`src/hdl/iab_consts.svh`:
```
`ifndef IAB_CONSTS_SVH
`define IAB_CONSTS_SVH
// Bank word offsets, byte address = bank*0x40 + word*4
`define IAB_BANK_STRIDE 8'h40
`define IAB_W_MASK 4'h0
`define IAB_W_CASC 4'h1
`define IAB_W_MODE 4'h2
`define IAB_W_CMD 4'h3
`define IAB_W_REQ 4'h4
`define IAB_W_ISR 4'h5
`define IAB_W_VEC0 4'h8
// Mode and command fields
`define IAB_MODE_AUTO_END_OF_SERVICE 0
`define IAB_CMD_NSPEC 3
`define IAB_CMD_SPEC 4
// Reset values
`define IAB_MASK_RST 8'hFF
`define IAB_CASC_RST 8'h00
`define IAB_VEC_RST 8'h00
// Cascade level of lower bank, default vector level
`define IAB_CASC_LVL 3'h2
`define IAB_DEF_LVL 3'h7
// Wait states added in each acknowledge cycle
`define IAB_ACK_WAIT_NS 50
`define IAB_CLK_NS 25
`define IAB_ACK_WAIT_CYC ((`IAB_ACK_WAIT_NS + `IAB_CLK_NS - 1) / `IAB_CLK_NS)
`endif

```
`src/hdl/iab_pkg.sv`:
```
package iab_pkg;
  // Acknowledge sequencer states, one-hot
  typedef enum logic [5:0] {
    IAB_IDLE = 6'b000001,
    IAB_WT1 = 6'b000010,
    IAB_RDY1 = 6'b000100,
    IAB_GAP = 6'b001000,
    IAB_WT2 = 6'b010000,
    IAB_RDY2 = 6'b100000
  } iab_state_t;
  typedef logic [7:0] iab_byte_t;
endpackage

```
`src/hdl/iab_ctrl.sv`:
```
// Function
// - Output high while any unmasked request not blocked by a service bit pends
// - Two acknowledge cycles, status lines all low
// - First cycle resolves priority, drives zero
// - Second cycle drives selected line vector
// - Cascaded input: first cycle drives vector
// - Cascaded input: second cycle leaves bus
// - Nothing pending: give bank A level 7
// - Wait states added inside each cycle
// - Each bank keeps its own mode
// - Non-specific end clears highest service bit
// - Specific end clears the named bit
// - Auto end clears after second cycle
// - Auto end lets new requests through
// - Level 0 highest, level 7 lowest
// - Acknowledge sets service bit of winner
// - Service bit blocks equal, lower levels
// - One vector register per line
// - Mask blocks line, keeps latched request
//
// Chosen here: the register addresses and register access over AHB-Lite.
`timescale 1ns/10ps
`include "iab_consts.svh"
module iab_ctrl #(
  parameter int NB = 3
) (
  input wire logic clk_sys, // 40 MHz
  input wire logic reset_n, // Sync reset
  input wire logic hsel, // AHB select
  input wire logic [31:0] haddr, // AHB address
  input wire logic [1:0] htrans, // AHB transfer
  input wire logic hwrite, // AHB write
  input wire logic [2:0] hsize, // AHB size
  input wire logic [31:0] hwdata, // AHB write data
  input wire logic hready, // AHB ready in
  output logic [31:0] hrdata, // AHB read data
  output logic hreadyout, // AHB ready out
  output logic hresp, // Always OKAY
  input wire logic [8*NB-1:0] request_n, // Request lines
  input wire logic mem_io_status, // Memory or I/O
  input wire logic data_code_status, // Data or code
  input wire logic write_read_status, // Write or read
  input wire logic cycle_strobe_n, // Bus cycle active
  output logic int_out, // Interrupt to host
  output iab_pkg::iab_byte_t data_out, // Data bus out
  output logic data_oe, // Data bus enable
  output logic ack_ready_n // Cycle ready
);
  import iab_pkg::*;
  // Pin synchronisers
  logic [8*NB+3:0] s1_reg, s2_reg;
  logic strb_q_reg;
  always_ff @(posedge clk_sys) begin
    if (!reset_n) begin
      s1_reg <= '1;
      s2_reg <= '1;
      strb_q_reg <= 1'b1;
    end else begin
      s1_reg <= {cycle_strobe_n, mem_io_status, data_code_status, write_read_status, request_n};
      s2_reg <= s1_reg;
      strb_q_reg <= s2_reg[8*NB+3];
    end
  end
  logic ack_start;
  // Acknowledge cycle starts
  assign ack_start = !s2_reg[8*NB+3] && strb_q_reg && (s2_reg[8*NB+2:8*NB] == 3'h0);
  // Register file
  iab_byte_t mask_reg[NB], mask_next[NB], casc_reg[NB], casc_next[NB];
  iab_byte_t isr_reg[NB], isr_next[NB], irr_reg[NB], irr_next[NB];
  iab_byte_t vec_reg[NB][8], vec_next[NB][8];
  logic [NB-1:0] auto_end_of_service_reg, auto_end_of_service_next;
  // Eligible levels under fixed priority
  function automatic iab_byte_t elig_f(input iab_byte_t r, input iab_byte_t m, input iab_byte_t s);
    logic blk;
    blk = 1'b0;
    elig_f = 8'h00;
    for (int i = 0; i < 8; i++) begin
      if (s[i]) blk = 1'b1;
      elig_f[i] = r[i] && !m[i] && !blk;
    end
  endfunction
  // Lowest set index is highest priority
  function automatic logic [2:0] first_f(input iab_byte_t v);
    first_f = 3'h0;
    for (int i = 7; i >= 0; i--) begin
      if (v[i]) first_f = i[2:0];
    end
  endfunction
  // Cascade chain, lowest bank first
  iab_byte_t eff[NB], elig[NB];
  logic [NB-1:0] bint;
  always_comb begin
    for (int b = NB - 1; b >= 0; b--) begin
      eff[b] = irr_reg[b];
      if (b < NB - 1 && bint[b+1]) eff[b][`IAB_CASC_LVL] = 1'b1;
      elig[b] = elig_f(eff[b], mask_reg[b], isr_reg[b]);
      bint[b] = |elig[b];
    end
  end
  // Walk from bank A down the chain
  logic [NB-1:0] path;
  logic [1:0] wbank;
  logic [2:0] wlvl;
  logic go;
  always_comb begin
    path = '0;
    wbank = 2'h0;
    wlvl = `IAB_DEF_LVL;
    go = bint[0];
    for (int b = 0; b < NB; b++) begin
      if (go) begin
        path[b] = 1'b1;
        wbank = b[1:0];
        wlvl = first_f(elig[b]);
        go = (b < NB - 1) && wlvl == `IAB_CASC_LVL && bint[b+1];
      end
    end
  end
  // Acknowledge sequencer state
  iab_state_t st_reg, st_next;
  logic [3:0] cnt_reg, cnt_next;
  logic [1:0] sb_reg, sb_next;
  logic [2:0] sl_reg, sl_next;
  logic ext_reg, ext_next, none_reg, none_next;
  logic [NB-1:0] path_reg, path_next;
  iab_byte_t dout_reg, dout_next;
  logic oe_reg, oe_next, rdy_reg, rdy_next, int_reg;
  always_comb begin
    st_next = st_reg;
    cnt_next = cnt_reg;
    sb_next = sb_reg;
    sl_next = sl_reg;
    ext_next = ext_reg;
    none_next = none_reg;
    path_next = path_reg;
    dout_next = dout_reg;
    oe_next = 1'b0;
    rdy_next = 1'b1;
    unique case (st_reg)
      IAB_IDLE: begin
        if (ack_start) begin
          st_next = IAB_WT1;
          cnt_next = 4'(`IAB_ACK_WAIT_CYC);
          sb_next = wbank;
          sl_next = wlvl;
          none_next = !bint[0];
          ext_next = bint[0] && casc_reg[wbank][wlvl];
          path_next = path;
        end
      end
      IAB_WT1: begin
        cnt_next = cnt_reg - 4'h1;
        if (cnt_reg == 4'h1) begin
          st_next = IAB_RDY1;
          oe_next = 1'b1;
          rdy_next = 1'b0;
          dout_next = ext_reg ? vec_reg[sb_reg][sl_reg] : 8'h00;
        end
      end
      IAB_RDY1: st_next = IAB_GAP;
      IAB_GAP: begin
        if (ack_start) begin
          st_next = IAB_WT2;
          cnt_next = 4'(`IAB_ACK_WAIT_CYC);
        end
      end
      IAB_WT2: begin
        cnt_next = cnt_reg - 4'h1;
        if (cnt_reg == 4'h1) begin
          st_next = IAB_RDY2;
          oe_next = !ext_reg;
          rdy_next = 1'b0;
          dout_next = ext_reg ? 8'h00 : vec_reg[sb_reg][sl_reg];
        end
      end
      IAB_RDY2: st_next = IAB_IDLE;
    endcase
  end
  // AHB-Lite slave, one wait state per transfer
  logic aw_reg, aw_next, rd_reg, rd_next, hrdy_reg, hrdy_next;
  logic [1:0] ab_reg, ab_next;
  logic [3:0] aw_word_reg, aw_word_next;
  logic [31:0] hrd_reg, hrd_next;
  logic take;
  assign take = hsel && htrans[1] && hready;
  always_comb begin
    aw_next = 1'b0;
    hrdy_next = !take; // Low for the one data-phase wait
    rd_next = 1'b0;
    ab_next = ab_reg;
    aw_word_next = aw_word_reg;
    hrd_next = hrd_reg;
    if (take) begin
      aw_next = hwrite;
      rd_next = !hwrite;
      ab_next = haddr[7:6];
      aw_word_next = haddr[5:2];
    end
    if (rd_reg) begin
      hrd_next = 32'h0000_0000;
      if (ab_reg < NB) begin
        unique case (aw_word_reg)
          `IAB_W_MASK: hrd_next[7:0] = mask_reg[ab_reg];
          `IAB_W_CASC: hrd_next[7:0] = casc_reg[ab_reg];
          `IAB_W_MODE: hrd_next[`IAB_MODE_AUTO_END_OF_SERVICE] = auto_end_of_service_reg[ab_reg];
          `IAB_W_REQ: hrd_next[7:0] = irr_reg[ab_reg];
          `IAB_W_ISR: hrd_next[7:0] = isr_reg[ab_reg];
          default: if (aw_word_reg[3]) hrd_next[7:0] = vec_reg[ab_reg][aw_word_reg[2:0]];
        endcase
      end
    end
  end
  // Bank registers: writes, acknowledge, end of service
  always_comb begin
    for (int b = 0; b < NB; b++) begin
      mask_next[b] = mask_reg[b];
      casc_next[b] = casc_reg[b];
      auto_end_of_service_next[b] = auto_end_of_service_reg[b];
      irr_next[b] = ~s2_reg[8*b+:8];
      isr_next[b] = isr_reg[b];
      for (int v = 0; v < 8; v++) vec_next[b][v] = vec_reg[b][v];
      if (aw_reg && ab_reg == b[1:0]) begin
        unique case (aw_word_reg)
          `IAB_W_MASK: mask_next[b] = hwdata[7:0];
          `IAB_W_CASC: casc_next[b] = hwdata[7:0];
          `IAB_W_MODE: auto_end_of_service_next[b] = hwdata[`IAB_MODE_AUTO_END_OF_SERVICE];
          `IAB_W_CMD: begin
            if (hwdata[`IAB_CMD_SPEC]) isr_next[b][hwdata[2:0]] = 1'b0;
            else if (hwdata[`IAB_CMD_NSPEC] && |isr_reg[b])
              isr_next[b][first_f(isr_reg[b])] = 1'b0;
          end
          default: if (aw_word_reg[3]) vec_next[b][aw_word_reg[2:0]] = hwdata[7:0];
        endcase
      end
      // Auto end of service after second cycle
      if (st_reg == IAB_RDY2 && path_reg[b] && auto_end_of_service_reg[b] && |isr_reg[b])
        isr_next[b][first_f(isr_reg[b])] = 1'b0;
      // Set beats a same-cycle clear
      if (st_reg == IAB_IDLE && ack_start && path[b])
        isr_next[b][b == wbank ? wlvl : `IAB_CASC_LVL] = 1'b1;
    end
  end
  // State registers
  always_ff @(posedge clk_sys) begin
    if (!reset_n) begin
      st_reg <= IAB_IDLE;
      cnt_reg <= 4'h0;
      sb_reg <= 2'h0;
      sl_reg <= 3'h0;
      ext_reg <= 1'b0;
      none_reg <= 1'b0;
      path_reg <= '0;
      dout_reg <= 8'h00;
      oe_reg <= 1'b0;
      rdy_reg <= 1'b1;
      int_reg <= 1'b0;
      aw_reg <= 1'b0;
      rd_reg <= 1'b0;
      hrdy_reg <= 1'b1;
      ab_reg <= 2'h0;
      aw_word_reg <= 4'h0;
      hrd_reg <= 32'h0000_0000;
      auto_end_of_service_reg <= '0;
      for (int b = 0; b < NB; b++) begin
        mask_reg[b] <= `IAB_MASK_RST;
        casc_reg[b] <= `IAB_CASC_RST;
        isr_reg[b] <= 8'h00;
        irr_reg[b] <= 8'h00;
        for (int v = 0; v < 8; v++) vec_reg[b][v] <= `IAB_VEC_RST;
      end
    end else begin
      st_reg <= st_next;
      cnt_reg <= cnt_next;
      sb_reg <= sb_next;
      sl_reg <= sl_next;
      ext_reg <= ext_next;
      none_reg <= none_next;
      path_reg <= path_next;
      dout_reg <= dout_next;
      oe_reg <= oe_next;
      rdy_reg <= rdy_next;
      int_reg <= bint[0];
      aw_reg <= aw_next;
      rd_reg <= rd_next;
      hrdy_reg <= hrdy_next;
      ab_reg <= ab_next;
      aw_word_reg <= aw_word_next;
      hrd_reg <= hrd_next;
      auto_end_of_service_reg <= auto_end_of_service_next;
      mask_reg <= mask_next;
      casc_reg <= casc_next;
      isr_reg <= isr_next;
      irr_reg <= irr_next;
      vec_reg <= vec_next;
    end
  end

  // Outputs
  assign int_out = int_reg;
  assign data_out = dout_reg;
  assign data_oe = oe_reg;
  assign ack_ready_n = rdy_reg;
  assign hrdata = hrd_reg;
  assign hreadyout = hrdy_reg;
  assign hresp = 1'b0;
endmodule // iab_ctrl

```
`config.mk`:
```
export PLATFORM = sky130hd
export DESIGN_NAME = iab_ctrl
export DESIGN_NICKNAME = d
export VERILOG_FILES = /design/src/hdl/iab_pkg.sv /design/src/hdl/iab_ctrl.sv
export VERILOG_INCLUDE_DIRS = /design/src /design/src/hdl
export SDC_FILE = /design/constraint.sdc
export NUM_CORES = 1
export LEC_CHECK = 0
export BUFFER_PORTS_ARGS = -buffer_cell sky130_fd_sc_hd__buf_2
export CORE_MARGIN = 3
export CORE_UTILIZATION = 45
export DETAILED_ROUTE_END_ITERATION = 10
export PLACE_DENSITY_LB_ADDON = 0.2
export SLEW_MARGIN = 20
export SYNTH_ARGS = -nofsm -noshare
export SYNTH_HDL_FRONTEND = slang
export SYNTH_SLANG_ARGS = --single-unit
```
`constraint.sdc`:
```
create_clock -name clk_sys -period 8.4 [get_ports clk_sys]
set_input_delay 1.68 -clock clk_sys [delete_from_list [all_inputs] [get_ports clk_sys]]
set_output_delay 1.68 -clock clk_sys [all_outputs]
set_load 0.1 [all_outputs]
```
# == Word-level counts from Yosys, hierarchy flattened ==
# Cells that the tools add are included.
# classes
n_addsub,1
mul,0
div,0
n_lt_le_gt_ge,29
n_eq_ne,23
shifts,0
mux,198
bitwise_logic,28
n_reduce_logical,170
# ops
operator,n
8-bit two-way mux,39
64-bit binary-select mux with 2-bit select,2
64-bit two-way mux,4
3-bit two-way mux,71
64-bit bitwise mux,3
1-bit logical AND,85
8-bit binary-select mux with 2-bit select,5
8-bit NOT,10
8-bit bitwise AND,9
1-bit logical NOT,52
8-bit binary-select mux with 3-bit select,2
8-bit OR reduction,6
1-bit two-way mux,47
3-bit by 4-bit less-than comparator with 1-bit output (second input constant),11
6-bit one-hot mux with 6 select lines,1
7-bit one-hot mux with 5 select lines,1
1-bit demux with 3-bit select,10
3-bit by 1-bit greater-or-equal comparator with 1-bit output (second input constant),10
2-bit AND reduction,13
8-bit demux with 3-bit select,1
6-bit two-way mux,4
8-bit OR,3
8-bit one-hot mux with 2 select lines,1
3-bit AND reduction,4
39 further kinds,55
# totals
register_bits,395
latchBits,0
ram_bits,0
rom_bits,0
input_bits,102
output_inout_bits,45
mem_count,0

# == Longest topological paths before layout ==
# depth
ltp_word,38
mapped_depth,13
depth_no_buf,10

# == Least setup slack after synthesis ==
# No wires, ideal clock.
# synth_path
kind,in2reg
start,input hwdata[4]
end,register isr_reg[4] in the netlist's numbering
arrival_time_ns,2.904
path_slack_ns,5.381
cell_stages,8
cell_sequence,clkbuf_1 > nand2b_1 > o21ai_0 > o31ai_1 > nand2b_1 > o221ai_1 > o21ai_0 > and2_1
# synth_between
elab_chain_len,7
# synth_rtl
element,line,text
"start, declared",iab_ctrl.sv:34,"input wire logic [31:0] hwdata,"
8-bit two-way mux (*),iab_ctrl.sv:228,if (hwdata[`IAB_CMD_SPEC]) isr_next[b][hwdata[2:0]] = 1'b0;
8-bit two-way mux (*),iab_ctrl.sv:223,unique case (aw_word_reg)
8-bit two-way mux (*),iab_ctrl.sv:222,if (aw_reg && ab_reg == b[1:0]) begin
8-bit bitwise AND (no line),-,
8-bit two-way mux (*),iab_ctrl.sv:236,if (st_reg == IAB_RDY2 && path_reg[b] && auto_end_of_service_reg[b] && |isr_reg[b])
8-bit OR (no line),-,
8-bit two-way mux (*),iab_ctrl.sv:239,if (st_reg == IAB_IDLE && ack_start && path[b])
"end signal, assigned",iab_ctrl.sv:292,isr_reg <= isr_next;
"end, declared",iab_ctrl.sv:69,"iab_byte_t isr_reg[NB], isr_next[NB], irr_reg[NB], irr_next[NB];"
# Mark *: on every way between the ends. The rest lies on a longest branch, timed or not.
# A chain may end at the register's enable or synchronous reset.

# == Worst setup path in the final report ==
# layout_path
start,register isr_reg[8] in the netlist's numbering
end,register ext_reg
# layout_between
elab_chain_len,30
# layout_rtl
element,line,text
1-bit two-way mux (*),iab_ctrl.sv:78,if (s[i]) blk = 1'b1;
1-bit two-way mux (7 in series),iab_ctrl.sv:78,
1-bit logical NOT,iab_ctrl.sv:79,elig_f[i] = r[i] && !m[i] && !blk;
1-bit logical AND,iab_ctrl.sv:79,
8-bit OR reduction / 3-bit two-way mux (equally long branches),"iab_ctrl.sv:97, iab_ctrl.sv:86",
1-bit two-way mux / 3-bit two-way mux (equally long branches),"iab_ctrl.sv:95, iab_ctrl.sv:86",
1-bit logical AND / 3-bit two-way mux (equally long branches) (2 in series),"iab_ctrl.sv:79, iab_ctrl.sv:86",
3-bit two-way mux (3 in series),iab_ctrl.sv:86,if (v[i]) first_f = i[2:0];
[... 4 more ...],-,
1-bit two-way mux,iab_ctrl.sv:111,if (go) begin
2-bit two-way mux,iab_ctrl.sv:111,
2-bit NOT with 3-bit output (implied by the code),iab_ctrl.sv:147,ext_next = bint[0] && casc_reg[wbank][wlvl];
8-bit binary-select mux with 2-bit select,iab_ctrl.sv:147,
8-bit two-way mux (implied by the code) (2 in series),iab_ctrl.sv:147,
1-bit binary-select mux with 3-bit select,iab_ctrl.sv:147,
1-bit two-way mux (implied by the code),iab_ctrl.sv:147,
1-bit logical AND (*),iab_ctrl.sv:147,
"end signal, assigned",iab_ctrl.sv:276,ext_reg <= ext_next;
"end, declared",iab_ctrl.sv:124,"logic ext_reg, ext_next, none_reg, none_next;"
# Mark *: on every way between the ends. The rest lies on a longest branch, timed or not. The select of a mux whose other input is x is not followed.

==> impl_metrics.py <==
metrics = {
    "status": {
        "outcome": "finished, final reports clean",
    },
    "floorplan": {
        "design.portCount": 147,
        "die_h_um": 219,
        "dieArea_um2": 47900,
        "start_util": 0.458,
        "core_um2": 44500,
        "die_x_um": 219,
        "placementRows": 77,
    },
    "worst_setup_path": {
        "crit_arrival_ns": 4.65,
        "critical-path-top-delay-family": "simple AND/OR/NAND/NOR gates",
        "cp_common_cell": "a211oi_1",
        "crit_buf_inv": 0,
        "r2r_end": "ext_reg",
        "reg2reg_setup_slack_ns": 4.21,
        "worst_setup_path_start_kind": "register",
        "reg2reg_from": "isr_reg[8]",
        "cp-end-kind": "register",
        "worstPathCellList": "or4_1, o211ai_2, or3_1, or4bb_1, and3_1, o221ai_2, nand2_1, a211oi_1, a211oi_1, o311a_1",
        "cp_max_fo": 12,
        "max_stage_delay_ns": 0.60,
        "crit_required_ns": 8.87,
        "ff2ff_path_depth": 10,
        "path_class": "register to register",
        "cp_slowest_cell": "or4bb_1",
    },
    "route": {
        "avgViaCountPerCell": 5.91,
        "drt_iter0_markers": 1451,
        "route.detailed.drc": 0,
        "drt-wirelength-per-cell_um": 22.5,
        "ant_nets": 0,
        "vias": 16751,
        "dr.pass1.iters": 5,
        "routed_wirelength_um": 63800,
    },
    "timing": {
        "whs_ns": 0.379,
        "tns_ns": 0,
        "fin_skew_ns": 0.0163,
        "relSlewSlack": 0.187,
        "tightestPinTransition_ns": 1.21,
        "period_share": 0.499,
        "setup_viol": 0,
        "rsz0062_at_grt": "no",
        "fmax_ghz": 0.239,
        "fin_crit_ns": 4.19,
        "hold_viol_final": 0,
        "drv_slew": 0,
    },
    "grt": {
        "first_global_vias": 15948,
        "antenna_found_initial": 4,
        "grt_overflow": 0,
        "track_usage": 0.263,
        "grt_pass1_wl_um": 97100,
        "grt_max_degree": 132,
    },
    "clock_network": {
        "path_clk_slew_ns": 0.06,
        "hold_buffers": 0,
        "cts_setup_buffers": 0,
        "clockRootBuffer": "clkbuf_16",
        "ctsResizeCount": 0,
        "htree_levels": 2,
        "cts_made_buffers": 44,
        "cts_tree": "done",
        "cts_sinks": 394,
        "clk_latency_ns": 0.59,
        "clock_path_buffers": 3,
    },
    "synth": {
        "mappedNetlistArea_um2": 20400,
        "synth_top_area_cell": "dfxtp_1",
        "seq_area_frac_synth": 0.387,
        "synthTopCellsByCount": "dfxtp_1, nand2_1, mux2i_1",
        "synth.most_common_cell": "dfxtp_1",
        "ys_types": 90,
        "yosysWarnings": 0,
        "syn_inst": 2229,
        "syn_avg_cell_area_um2": 9.15,
        "ys_seq_elements": 394,
        "synth_edf_count": 0,
        "ys.flop_type": "dfxtp_1",
        "async_reset_ff_frac": 0,
        "synthTopCellsByArea": "dfxtp_1, mux2i_1, nor2b_1, mux4_2, nand2_1",
        "synth_top_area_share": 0.387,
    },
    "worst_hold_path": {
        "hp-class": "register to register",
        "min_to": "eff[20]",
        "min_from": "s2_reg[4]",
        "min_path_cells": 1,
    },
    "power_and_ir_drop": {
        "p_total_mw": 4.20,
        "ir_worst_vdd_mv": 0.172,
        "p_per_area_nw_per_um2": 187,
        "leakage_nw": 7.53,
    },
    "cells_and_area": {
        "drive_gt1_frac": 0.129,
        "largest_register_ffs": 192,
        "area_delta_synth_final_pct": 10.4,
        "final_area_um2": 22500,
        "post-route-util": 0.506,
        "nNetsFinal": 2310,
    },
    "job": {
        "cap_violations": 0,
    },
    "place": {
        "gp_congestion": 0.975,
        "place_area_um2": 21000,
        "post-dp-hpwl_um": 42300,
        "io_buffers": 67,
    },
}
[worst register-to-register path: stages (launching register included)]
cell,delay (ns)
dfxtp_1,0.46
or4_1,0.37
o211ai_2,0.20
or3_1,0.33
or4bb_1,0.60
and3_1,0.28
o221ai_2,0.59
nand2_1,0.46
a211oi_1,0.33
a211oi_1,0.09
o311a_1,0.37
[worst max-delay path by stage]
stage                              end  cells past startpoint       start  slack, ns
after floorplan             isr_reg[4]                      8   hwdata[4]       5.38
after global placement    vec_reg[178]                      4     reset_n       4.20
after detailed placement  vec_reg[187]                      4     reset_n       4.11
after CTS                      ext_reg                     10  isr_reg[8]       4.36
after global routing           ext_reg                     10  isr_reg[8]       4.08
final                          ext_reg                     10  isr_reg[8]       4.21
[cells by family (layout without fill, tap and decap cells)]
logic type               count (synthesis)  in the layout  synth area share
other                                    1             26          0.000184
multiplexers                           337            337             0.202
buffers and inverters                  221            207            0.0473
adder cells (fa/ha/maj)                  2              2           0.00123
AO/OA/AOI/OAI                          406            406             0.140
flip-flops                             394            394             0.387
AND/OR/NAND/NOR                        865            865             0.222
XOR/XNOR                                 3              3           0.00129
[report_power, final]
part | total, mW | switching (mW) | internal, mW
clock | 1.99 | 0.823 | 1.17
sequential | 1.92 | 0.0241 | 1.89
combinational | 0.291 | 0.202 | 0.0885
[final cells by class]
| type | instances | area [um2] |
|---|---|---|
| repair buffers | 107 | 646 |
| flip-flops and latches | 394 | 7900 |
| multi-input cells | 1638 | 11700 |
| fillers | 4130 | 22000 |
| clock buffers | 62 | 1290 |
| clock inverters | 17 | 205 |
| well taps | 592 | 741 |
| diodes | 1 | 2.50 |
| inverters | 21 | 78.8 |
[per-layer routing]
metal	GRT usage	part of all wire
met1	0.372	0.45
met2	0.377	0.41
met3	0.0820	0.10
met4	0.0953	0.034
met5	0	0.00036
[per-stage QoR]
stage               cells  worst slack [ns]
floorplan            2253              5.38
global placement     2752              4.20
detailed placement   2752              4.11
CTS                  2831              4.36
global route         2831              4.08
finish               2832              4.21
[cells in the final DEF, fill, tap and decap left out, types with 5 or more instances in the layout]
master     instances
dfxtp_1          389
nand2_1          278
mux2i_1          276
nor2b_1          226
nand3_1           95
a21boi_0          87
nor2_1            77
nand2b_1          72
o21ai_0           71
buf_2             66
mux4_2            59
a21oi_1           47
o22ai_1           47
clkbuf_16         44
o221ai_1          41
buf_4             40
conb_1            25
o211ai_1          22
inv_1             20
nor3_1            15
and2_1            14
a22oi_1           14
clkbuf_8          12
and3_1             9
nand4_1            9
nor4_1             8
a211oi_1           7
nand3b_1           6
or3_1              6
o31ai_1            6
or3b_2             6
a31oi_1            6
or2_2              6
clkinv_2           6
clkbuf_1           6
nor3b_1            5
a32oi_1            5
No activity file was read; power rests on OpenSTA's default activity.
